$ cat src/spc_defines.vh
`ifndef SPC_DEFINES_VH
`define SPC_DEFINES_VH

// Register addresses
`define SPC_ADDR_CFG        13'h0000
`define SPC_ADDR_VARIANT    13'h0003
`define SPC_ADDR_RB_SEL     13'h0004
`define SPC_ADDR_PD_SYNC    13'h0230
`define SPC_ADDR_RSVD_SYS   13'h0231
`define SPC_ADDR_UPDATE     13'h0232

// Reset values
`define SPC_CFG_RESET       8'h18
`define SPC_RB_SEL_RESET    8'h00
`define SPC_PD_SYNC_RESET   8'h00
`define SPC_RSVD_SYS_RESET  8'h00
`define SPC_UPDATE_RESET    8'h00
// Arbitrary identifier value
`define SPC_VARIANT_ID      8'h5A

// Configuration register fields
`define SPC_CFG_OUT_SEL     0
`define SPC_CFG_LSB_FIRST   1
`define SPC_CFG_SOFT_RST    2
`define SPC_CFG_LONG_INSTR  3

// Other fields
`define SPC_RB_SEL_BIT      0
`define SPC_UPDATE_BIT      0

// Instruction word layout
`define SPC_INSTR_BITS      16
`define SPC_INSTR_RW        15
`define SPC_INSTR_LEN_HI    14
`define SPC_INSTR_LEN_LO    13
`define SPC_INSTR_ADDR_HI   12
`define SPC_LEN_STREAM      2'h3

// Bit counts
`define SPC_INSTR_LAST_BIT  4'hf
`define SPC_BYTE_LAST_BIT   4'h7

`endif

$ cat src/spc_serial_port_config_regs.v
`timescale 1ns/1ps
`include "spc_defines.vh"
`default_nettype none

module spc_serial_port_config_regs
(
    // Clock and reset
    input  wire       clk_i,
    input  wire       resetn_i,
    // Serial control port
    input  wire       sclk_i,
    input  wire       csn_i,
    input  wire       sdio_in_i,
    output wire       sdio_out_o,
    output wire       sdio_oe_o,
    output wire       dedicated_read_output_pin_o,
    output wire       dedicated_read_output_pin_oe_o,
    // Active settings
    output wire [7:0] pd_sync_active_o,
    output wire       soft_reset_o
);

    localparam [3:0] ST_IDLE  = 4'b0001;
    localparam [3:0] ST_INSTR = 4'b0010;
    localparam [3:0] ST_DATA  = 4'b0100;
    localparam [3:0] ST_DONE  = 4'b1000;

    reg  [3:0]  state_reg;
    reg  [3:0]  state_next;
    reg         sclk_d_reg;
    reg  [3:0]  bit_cnt_reg;
    reg  [15:0] instr_sh_reg;
    reg  [7:0]  data_sh_reg;
    reg         rd_mode_reg;
    reg  [1:0]  len_reg;
    reg  [1:0]  byte_cnt_reg;
    reg  [12:0] addr_reg;
    reg  [7:0]  rd_byte_reg;
    reg         sdio_out_reg;
    reg         sdio_oe_reg;
    reg         sdo_out_reg;
    reg         sdo_oe_reg;
    reg  [7:0]  cfg_reg;
    reg  [7:0]  rb_sel_reg;
    reg  [7:0]  pd_buf_reg;
    reg  [7:0]  pd_act_reg;
    reg  [7:0]  update_reg;

    wire        sclk_rise;
    wire        sclk_fall;
    wire        lsb_first;
    wire        out_sel;
    wire        soft_rst;
    wire [15:0] instr_nx;
    wire [7:0]  data_nx;
    wire [12:0] addr_step;
    wire [12:0] first_addr;
    wire        instr_done;
    wire        byte_done;
    wire        wr_strobe;
    wire        last_byte;
    reg  [7:0]  rd_mux;
    reg  [12:0] rd_addr;

    assign sclk_rise  = sclk_i & ~sclk_d_reg;
    assign sclk_fall  = ~sclk_i & sclk_d_reg;
    // Only the low nibble is decoded; the mirror makes either order land here
    assign out_sel    = cfg_reg[`SPC_CFG_OUT_SEL];
    assign lsb_first  = cfg_reg[`SPC_CFG_LSB_FIRST];
    assign soft_rst   = cfg_reg[`SPC_CFG_SOFT_RST];

    // Shift direction follows bit order; words end up in normal order
    assign instr_nx   = lsb_first ? {sdio_in_i, instr_sh_reg[15:1]}
                                  : {instr_sh_reg[14:0], sdio_in_i};
    assign data_nx    = lsb_first ? {sdio_in_i, data_sh_reg[7:1]}
                                  : {data_sh_reg[6:0], sdio_in_i};
    assign addr_step  = lsb_first ? addr_reg + 13'h0001
                                  : addr_reg - 13'h0001;
    assign first_addr = instr_nx[`SPC_INSTR_ADDR_HI:0];

    // Instruction length is fixed at 16 bits whatever the length bit says
    assign instr_done = state_reg[1] & sclk_rise & (bit_cnt_reg == `SPC_INSTR_LAST_BIT);
    assign byte_done  = state_reg[2] & sclk_rise & (bit_cnt_reg == `SPC_BYTE_LAST_BIT);
    assign wr_strobe  = byte_done & ~rd_mode_reg;
    assign last_byte  = (len_reg != `SPC_LEN_STREAM) && (byte_cnt_reg == len_reg);

    // Address presented to the read mux for the next byte
    always @*
    begin
        if (instr_done)
            rd_addr = first_addr;
        else
            rd_addr = addr_step;
    end

    always @*
    begin
        case (rd_addr)
            `SPC_ADDR_CFG:      rd_mux = cfg_reg;
            `SPC_ADDR_VARIANT:  rd_mux = `SPC_VARIANT_ID;
            `SPC_ADDR_RB_SEL:   rd_mux = rb_sel_reg;
            `SPC_ADDR_PD_SYNC:  rd_mux = rb_sel_reg[`SPC_RB_SEL_BIT] ? pd_act_reg
                                                                     : pd_buf_reg;
            `SPC_ADDR_RSVD_SYS: rd_mux = `SPC_RSVD_SYS_RESET;
            `SPC_ADDR_UPDATE:   rd_mux = update_reg;
            default:            rd_mux = 8'h00;
        endcase
    end

    always @*
    begin
        state_next = state_reg;
        case (state_reg)
            ST_IDLE:
            begin
                if (!csn_i)
                    state_next = ST_INSTR;
            end
            ST_INSTR:
            begin
                if (instr_done)
                    state_next = ST_DATA;
            end
            ST_DATA:
            begin
                if (byte_done && last_byte)
                    state_next = ST_DONE;
            end
            ST_DONE:
            begin
                state_next = ST_DONE;
            end
            default:
            begin
                state_next = ST_IDLE;
            end
        endcase
        // Chip select high aborts any frame
        if (csn_i)
            state_next = ST_IDLE;
    end

    // Serial framing
    always @(posedge clk_i or negedge resetn_i)
    begin
        if (!resetn_i)
        begin
            state_reg    <= ST_IDLE;
            sclk_d_reg   <= 1'b0;
            bit_cnt_reg  <= 4'h0;
            instr_sh_reg <= 16'h0000;
            data_sh_reg  <= 8'h00;
            rd_mode_reg  <= 1'b0;
            len_reg      <= 2'h0;
            byte_cnt_reg <= 2'h0;
            addr_reg     <= 13'h0000;
            rd_byte_reg  <= 8'h00;
        end
        else
        begin
            state_reg  <= state_next;
            sclk_d_reg <= sclk_i;
            if (csn_i)
            begin
                bit_cnt_reg  <= 4'h0;
                byte_cnt_reg <= 2'h0;
            end
            else if (state_reg[1] && sclk_rise)
            begin
                instr_sh_reg <= instr_nx;
                bit_cnt_reg  <= instr_done ? 4'h0 : bit_cnt_reg + 4'h1;
                if (instr_done)
                begin
                    rd_mode_reg <= instr_nx[`SPC_INSTR_RW];
                    len_reg     <= instr_nx[`SPC_INSTR_LEN_HI:`SPC_INSTR_LEN_LO];
                    addr_reg    <= first_addr;
                    rd_byte_reg <= rd_mux;
                end
            end
            else if (state_reg[2] && sclk_rise)
            begin
                data_sh_reg <= data_nx;
                bit_cnt_reg <= byte_done ? 4'h0 : bit_cnt_reg + 4'h1;
                if (byte_done)
                begin
                    addr_reg     <= addr_step;
                    byte_cnt_reg <= byte_cnt_reg + 2'h1;
                    rd_byte_reg  <= rd_mux;
                end
            end
        end
    end

    // Read data pins; bits change on the falling edge so the host samples stable data
    always @(posedge clk_i or negedge resetn_i)
    begin
        if (!resetn_i)
        begin
            sdio_out_reg <= 1'b0;
            sdio_oe_reg  <= 1'b0;
            sdo_out_reg  <= 1'b0;
            sdo_oe_reg   <= 1'b0;
        end
        else if (csn_i || !state_reg[2] || !rd_mode_reg)
        begin
            sdio_oe_reg <= 1'b0;
            sdo_oe_reg  <= 1'b0;
        end
        else if (sclk_fall)
        begin
            sdio_out_reg <= lsb_first ? rd_byte_reg[bit_cnt_reg[2:0]]
                                      : rd_byte_reg[3'h7 - bit_cnt_reg[2:0]];
            sdo_out_reg  <= lsb_first ? rd_byte_reg[bit_cnt_reg[2:0]]
                                      : rd_byte_reg[3'h7 - bit_cnt_reg[2:0]];
            sdio_oe_reg  <= ~out_sel;
            sdo_oe_reg   <= out_sel;
        end
    end

    // Register bank
    always @(posedge clk_i or negedge resetn_i)
    begin
        if (!resetn_i)
        begin
            cfg_reg    <= `SPC_CFG_RESET;
            rb_sel_reg <= `SPC_RB_SEL_RESET;
            pd_buf_reg <= `SPC_PD_SYNC_RESET;
            pd_act_reg <= `SPC_PD_SYNC_RESET;
            update_reg <= `SPC_UPDATE_RESET;
        end
        else
        begin
            if (wr_strobe && addr_reg == `SPC_ADDR_CFG)
                cfg_reg <= data_nx;
            if (soft_rst)
            begin
                // Held while the bit stays set; the host must clear it
                rb_sel_reg <= `SPC_RB_SEL_RESET;
                pd_buf_reg <= `SPC_PD_SYNC_RESET;
                pd_act_reg <= `SPC_PD_SYNC_RESET;
                update_reg <= `SPC_UPDATE_RESET;
            end
            else if (update_reg[`SPC_UPDATE_BIT])
            begin
                // One-cycle copy so all settings change together
                pd_act_reg <= pd_buf_reg;
                update_reg <= `SPC_UPDATE_RESET;
            end
            else if (wr_strobe)
            begin
                // Identifier and reserved addresses fall through untouched
                case (addr_reg)
                    `SPC_ADDR_RB_SEL:  rb_sel_reg <= {7'h00, data_nx[`SPC_RB_SEL_BIT]};
                    `SPC_ADDR_PD_SYNC: pd_buf_reg <= data_nx;
                    `SPC_ADDR_UPDATE:  update_reg <= {7'h00, data_nx[`SPC_UPDATE_BIT]};
                    default:           update_reg <= update_reg;
                endcase
            end
        end
    end

    assign sdio_out_o                     = sdio_out_reg;
    assign sdio_oe_o                      = sdio_oe_reg;
    assign dedicated_read_output_pin_o    = sdo_out_reg;
    assign dedicated_read_output_pin_oe_o = sdo_oe_reg;
    assign pd_sync_active_o               = pd_act_reg;
    assign soft_reset_o                   = cfg_reg[`SPC_CFG_SOFT_RST];

endmodule // spc_serial_port_config_regs

`default_nettype wire

$ cat config.mk
export PLATFORM = sky130hd
export DESIGN_NAME = spc_serial_port_config_regs
export DESIGN_NICKNAME = d
export VERILOG_FILES = /design/src/spc_serial_port_config_regs.v
export VERILOG_INCLUDE_DIRS = /design/src
export SDC_FILE = /design/constraint.sdc
export NUM_CORES = 1
export LEC_CHECK = 0
export BUFFER_PORTS_ARGS = -buffer_cell sky130_fd_sc_hd__buf_4
export CELL_PAD_IN_SITES_DETAIL_PLACEMENT = 1
export CELL_PAD_IN_SITES_GLOBAL_PLACEMENT = 1
export CORE_MARGIN = 4
export CORE_UTILIZATION = 54
export CTS_BUF_LIST = sky130_fd_sc_hd__clkbuf_8
export CTS_CLUSTER_SIZE = 28
export DETAILED_ROUTE_END_ITERATION = 12
export PLACE_DENSITY = 0.9
export SYNTH_ARGS = -nofsm -noshare
export SYNTH_HDL_FRONTEND = slang
export SYNTH_SLANG_ARGS = --single-unit
$ cat constraint.sdc
create_clock -name clk_i -period 7.6 [get_ports clk_i]
set_input_delay 1.52 -clock clk_i [delete_from_list [all_inputs] [get_ports clk_i]]
set_output_delay 1.52 -clock clk_i [all_outputs]
set_load 0.01 [all_outputs]
-- Word-level counts from Yosys, hierarchy flattened
Index checks and enable logic that the tools add are counted.
- word-level logic and storage cells: 143
- output and inout port bits: 13
- bits in registers: 102
- bitwise gates (word level): 14
- reduce and logical (&&, ||, !) cells: 33
- magnitude comparators: 2
- muxes and demuxes: 50
- eq/ne operators: 20
- $add $sub $neg: 5
- operators with widths (cell ; count):
    two-way mux 8 bit ; 20
    two-way mux 13 bit ; 6
    == test 13 x 10 -> 1 bit (second input constant) ; 4
    case mux 8 bit (5 select lines) ; 1
    two-way mux 4 bit ; 8
    == test 13 x 3 -> 1 bit (second input constant) ; 2
    logical NOT 13 bit ; 2
    nonzero test 2 bit ; 9
    two-way mux 16 bit ; 1
    case mux 4 bit (4 select lines) ; 1
    AND reduction 3 bit ; 5
    adder 13 x 1 -> 13 bit (second input constant) ; 1
    == test 13 x 2 -> 1 bit (second input constant) ; 1
    subtractor 13 x 1 -> 13 bit (second input constant) ; 1
    nonzero test 3 bit ; 3
    == test 4 x 3 -> 1 bit (second input constant) ; 2
    == test 4 bit (second input constant) ; 2
    < comparator 3 x 4 -> 1 bit (second input constant) ; 2
    two-way mux 2 bit ; 4
    inequality test 2 bit (second input constant) ; 4
    AND reduction 2 bit ; 4
    bitwise AND 1 bit ; 7
    two-way mux 1 bit ; 7
    NOT 1 bit ; 7
    12 further kinds ; 20

-- Depth between registers and ports, before layout
- depth in word-level cells: 10
- depth in mapped cells: 12
- mapped depth without buffers: 10

-- Least setup slack after synthesis
No wires, ideal clock.
- path type: input-to-reg
- start point: in sclk_i
- end point: reg rd_byte_reg[2]
- stages: 8
- path buffers: 1
- required time: 7.504 ns
- slack: 4.300 ns
- data arrival time: 3.204 ns
- cells stage by stage: nand3b_2 > or2_1 > buf_2 > o2111a_1 > a221oi_4 > mux2i_2 > o2111ai_4 > o31ai_1
- word-level cells in the longest chain between the ends: 9
- elaborated cells between the ends (all ways): 22
- classes of those cells: eq/ne: 5; mux: 6; bitwise: 5; reduce/logical: 6
- RTL lines (element ; line ; text):
    start: declaration ; spc_serial_port_config_regs.v:11 ; input wire sclk_i,
    bitwise AND 1 bit * ; spc_serial_port_config_regs.v:65 ; assign sclk_rise = sclk_i & ~sclk_d_reg;
    bitwise AND 1 bit (2 in series) ; spc_serial_port_config_regs.v:82 ; assign instr_done = state_reg[1] & sclk_rise & (bit_cnt_reg == `SPC_INSTR_LAST_BIT);
    two-way mux 13 bit ; spc_serial_port_config_regs.v:90 ; if (instr_done)
    == test 13 x 10 -> 1 bit (tied with other cells) ; spc_serial_port_config_regs.v:98 ; case (rd_addr)
    case mux 8 bit (5 select lines) ; spc_serial_port_config_regs.v:98 ;
    two-way mux 8 bit ; spc_serial_port_config_regs.v:184 ; if (byte_done)
    two-way mux 8 bit ; spc_serial_port_config_regs.v:180 ; else if (state_reg[2] && sclk_rise)
    two-way mux 8 bit ; spc_serial_port_config_regs.v:168 ; else if (state_reg[1] && sclk_rise)
    end signal: assignment ; spc_serial_port_config_regs.v:177 ; rd_byte_reg <= rd_mux;
    end signal: assignment ; spc_serial_port_config_regs.v:188 ; rd_byte_reg <= rd_mux;
    end: declaration ; spc_serial_port_config_regs.v:38 ; reg [7:0] rd_byte_reg;
Mark *: on every way between the ends. The rest lies on a longest branch, timed or not. The select of a mux whose other input is x is not followed.
A chain may end at the register's enable or synchronous reset.

-- Final worst setup path
- start point: in sclk_i
- end point: reg rd_byte_reg[6]
Same word-level chain as after synthesis.

==> results.toml <==
[run_status]
outcome = "complete, no violations"

[setup_path]
cp-start-kind = "primary input"
end_kind = "flop"
path_max_fanout = 22
max_stage_delay_ns = 0.63
crit_chain = "buf_4 -> nand3b_2 -> nor2_4 -> nand2_1 -> o22ai_1 -> nand2_1 -> o32a_1 -> o21ai_1"
cp.required_ns = 7.88
slowest_stage = "nor2_4"
timing.critical_path.mode_cell = "nand2_1"
path_class = "primary input to flop"
cp.arrival_ns = 4.17
critPathTopFamily = "simple AND/OR/NAND/NOR gates"
crit_buf_inv = 1

[timing]
max_freq_mhz = 257
hold_violations = 0
fin_skew_ns = 0.0110
fin_hold_ws_ns = 0.499
finalCritPeriodShare_pct = 51.2
drv_slew = 0
setup_tns_ns = 0
period_needed_ns = 3.89
worstMarginPinSlew_ns = 0.747
max_slew_margin_pct = 50.2
finalSetupViolations = 0
rsz0062_at_grt = "false"

[layout]
antennaDiodeCount = 0
multi_input_area_um2 = 2920
largest_reg_flops = 16
syn2layout_area_growth_pct = 6.44
stdcell_count = 704
nets = 588
fill_cells = 1080
seq_area_um2 = 2210
drive_above_1_share_pct = 13.0

[drt]
via_count = 4426
drt_first_pass_iters = 4
wl_per_cell_um = 21.1
drc = 0
drtIter0Drc = 251
drt_wl_total_mm = 14.8
avgViaCountPerCell = 6.29
final_antenna_net_count = 0

[floorplan]
num_rows = 35
core-area_um2 = 9420
fp.dieH_um = 107
die_area_um2 = 11500
die_w_um = 107
boundaryPins = 18
start_util_pct = 56.4

[yosys]
syn-num-nets = 592
synth_area_um2 = 5310
ys_warn_count = 0
yosysSeqAreaShare_pct = 41.6
synth_top_flop_cell = "dfrtp_1"
ys_seq_elements = 88
synth-edff-count = 0
synthArstFlopShare_pct = 100
synth.avg_cell_area_um2 = 9.24
syn_inst = 574
synth.distinct_cells = 76

[clock_network]
numCtsBuffers = 9
cts_tree = "built"
post_cts_resize_count = 0
postCtsSetupBuffers = 0
postCtsHoldBufs = 0
root_buffer = "clkbuf_8"
cts_sinks = 88
clock_insertion_delay_worst_skew_ns = 0.37
clock_path_buffers = 2
clkTransAtPathRegs_ns = 0.09
h-tree-depth = 3

[grt]
met1_usage_pct = 36.0
top_usage_layer = "met2"
grt_pass1_vias = 4725
grt-ovfl-total = 0
grt_max_degree = 51
grt_pass1_wl_mm = 24.9
grt_use_total_pct = 27.9
antenna_found_initial = 0
gr-usage-met3_pct = 6.02
grt_use_met2_pct = 46.9

[pwr]
finalPower_mw = 1.01
cellPowerDensity_nw_per_um2 = 178
p_leak_nw = 2.36
ir_drop_mv = 0.146

[flow_run]
drv_cap = 0

[placement]
io_buffer_count = 17
gp_congestion = 0.895
dp_hpwl_mm = 11.2
dpl.cell_count = 688

[hold_path]
min_path_type = "flop to flop"
## through the flow
step                      area [um^2]  setup slack [ns]  utilization [%]
final                            5650              3.71             60.0
after global routing             5650              3.53             60.0
after floorplan                  5310              4.30                -
after detailed placement         5470              3.38             58.1
after global placement           5470              3.55             58.1
after CTS                        5650              3.77             60.0
## per-layer routing
metal	vias up	part of all wire [%]	routed length [um]
met5	-	0	0
met4	0	2.5	371
met3	35	5.4	808
met2	107	49	7330
met1	2227	43	6320
li1	2057	-	-
## placed cells by master (no fill, tap or decap), drive strengths merged, types with 9 or more instances in the layout
cell type,n
nand3,9
dfrtp,85
a21oi,49
clkbuf,10
buf,21
nor3,15
nor2,90
ha,12
nand2,56
inv,9
mux2,9
mux2i,37
o21ai,40
## path summary, 6_finish.rpt
kind                                        start  slack [ns]  cells past startpoint                    endpoint
setup / recovery                           sclk_i        3.71                      8  rd_byte_reg[6]$_DFFE_PN0P_
min in group asynchronous                resetn_i        1.12                      1       sdio_oe_o$_DFFE_PN0P_
max in group asynchronous                resetn_i        5.43                      2      cfg_reg[6]$_DFFE_PN0P_
setup reg to reg           cfg_reg[1]$_DFFE_PN0P_        3.92                     10  rd_byte_reg[7]$_DFFE_PN0P_
hold reg to reg            cfg_reg[3]$_DFFE_PN1P_        0.50                      2      cfg_reg[3]$_DFFE_PN1P_
hold / removal             cfg_reg[3]$_DFFE_PN1P_        0.50                      2      cfg_reg[3]$_DFFE_PN1P_
## synthesized netlist by cell type, drive strengths merged, types with 5 or more instances
cell	count	area, um^2
nor2	90	353
a21o	7	52.6
mux2	9	101
clkbuf	23	86.3
nor3	15	75.1
a21oi	49	249
inv	7	26.3
dfrtp	85	2130
nand3b	5	41.3
o21ai	40	204
buf	13	72.6
ha	12	150
xor2	7	61.3
nand2	56	213
nor2b	7	43.8
a31oi	7	43.8
mux2i	37	374
o31ai	8	73.8
xnor2	8	70.1
mux4	5	113
nor4	5	31.3
nand3	9	45.0
## kinds of logic after synthesis
| group | Yosys count | synth area share (%) |
|---|---|---|
| mux | 51 | 11.1 |
| simple gates | 214 | 18.9 |
| compound gates | 150 | 19.3 |
| buf+inv | 43 | 3.49 |
| xor+xnor | 15 | 2.48 |
| flops | 88 | 41.6 |
| fa+ha+maj | 13 | 3.21 |
## layout make-up
class,count,area share [%]
well taps,129,2.86
multi-input cells,443,51.7
flip-flops and latches,88,39.1
clock inverters,6,0.731
inverters,7,0.465
clock buffers,10,2.44
repair buffers,21,2.79
## report_power, final
| group | internal [mW] | switching (mW) | total (mW) | leakage (nW) |
|---|---|---|---|---|
| clock | 0.129 | 0.174 | 0.303 | 0.0968 |
| combinational | 0.0530 | 0.0934 | 0.146 | 1.09 |
| sequential | 0.510 | 0.0481 | 0.558 | 1.17 |
| total | 0.692 | 0.315 | 1.01 | 2.36 |
## worst reg2reg max path, delay by kind of cell, from the launching register on
family / cells / cell delay [ns]
adder cells (fa/ha/maj): 1 / 0.47
AO/OA/AOI/OAI: 5 / 1.55
AND/OR/NAND/NOR: 1 / 0.14
flip-flops: 1 / 0.39
buffers and inverters: 1 / 0.49
XOR/XNOR: 2 / 0.54
Power figures use the tool's default switching activity.
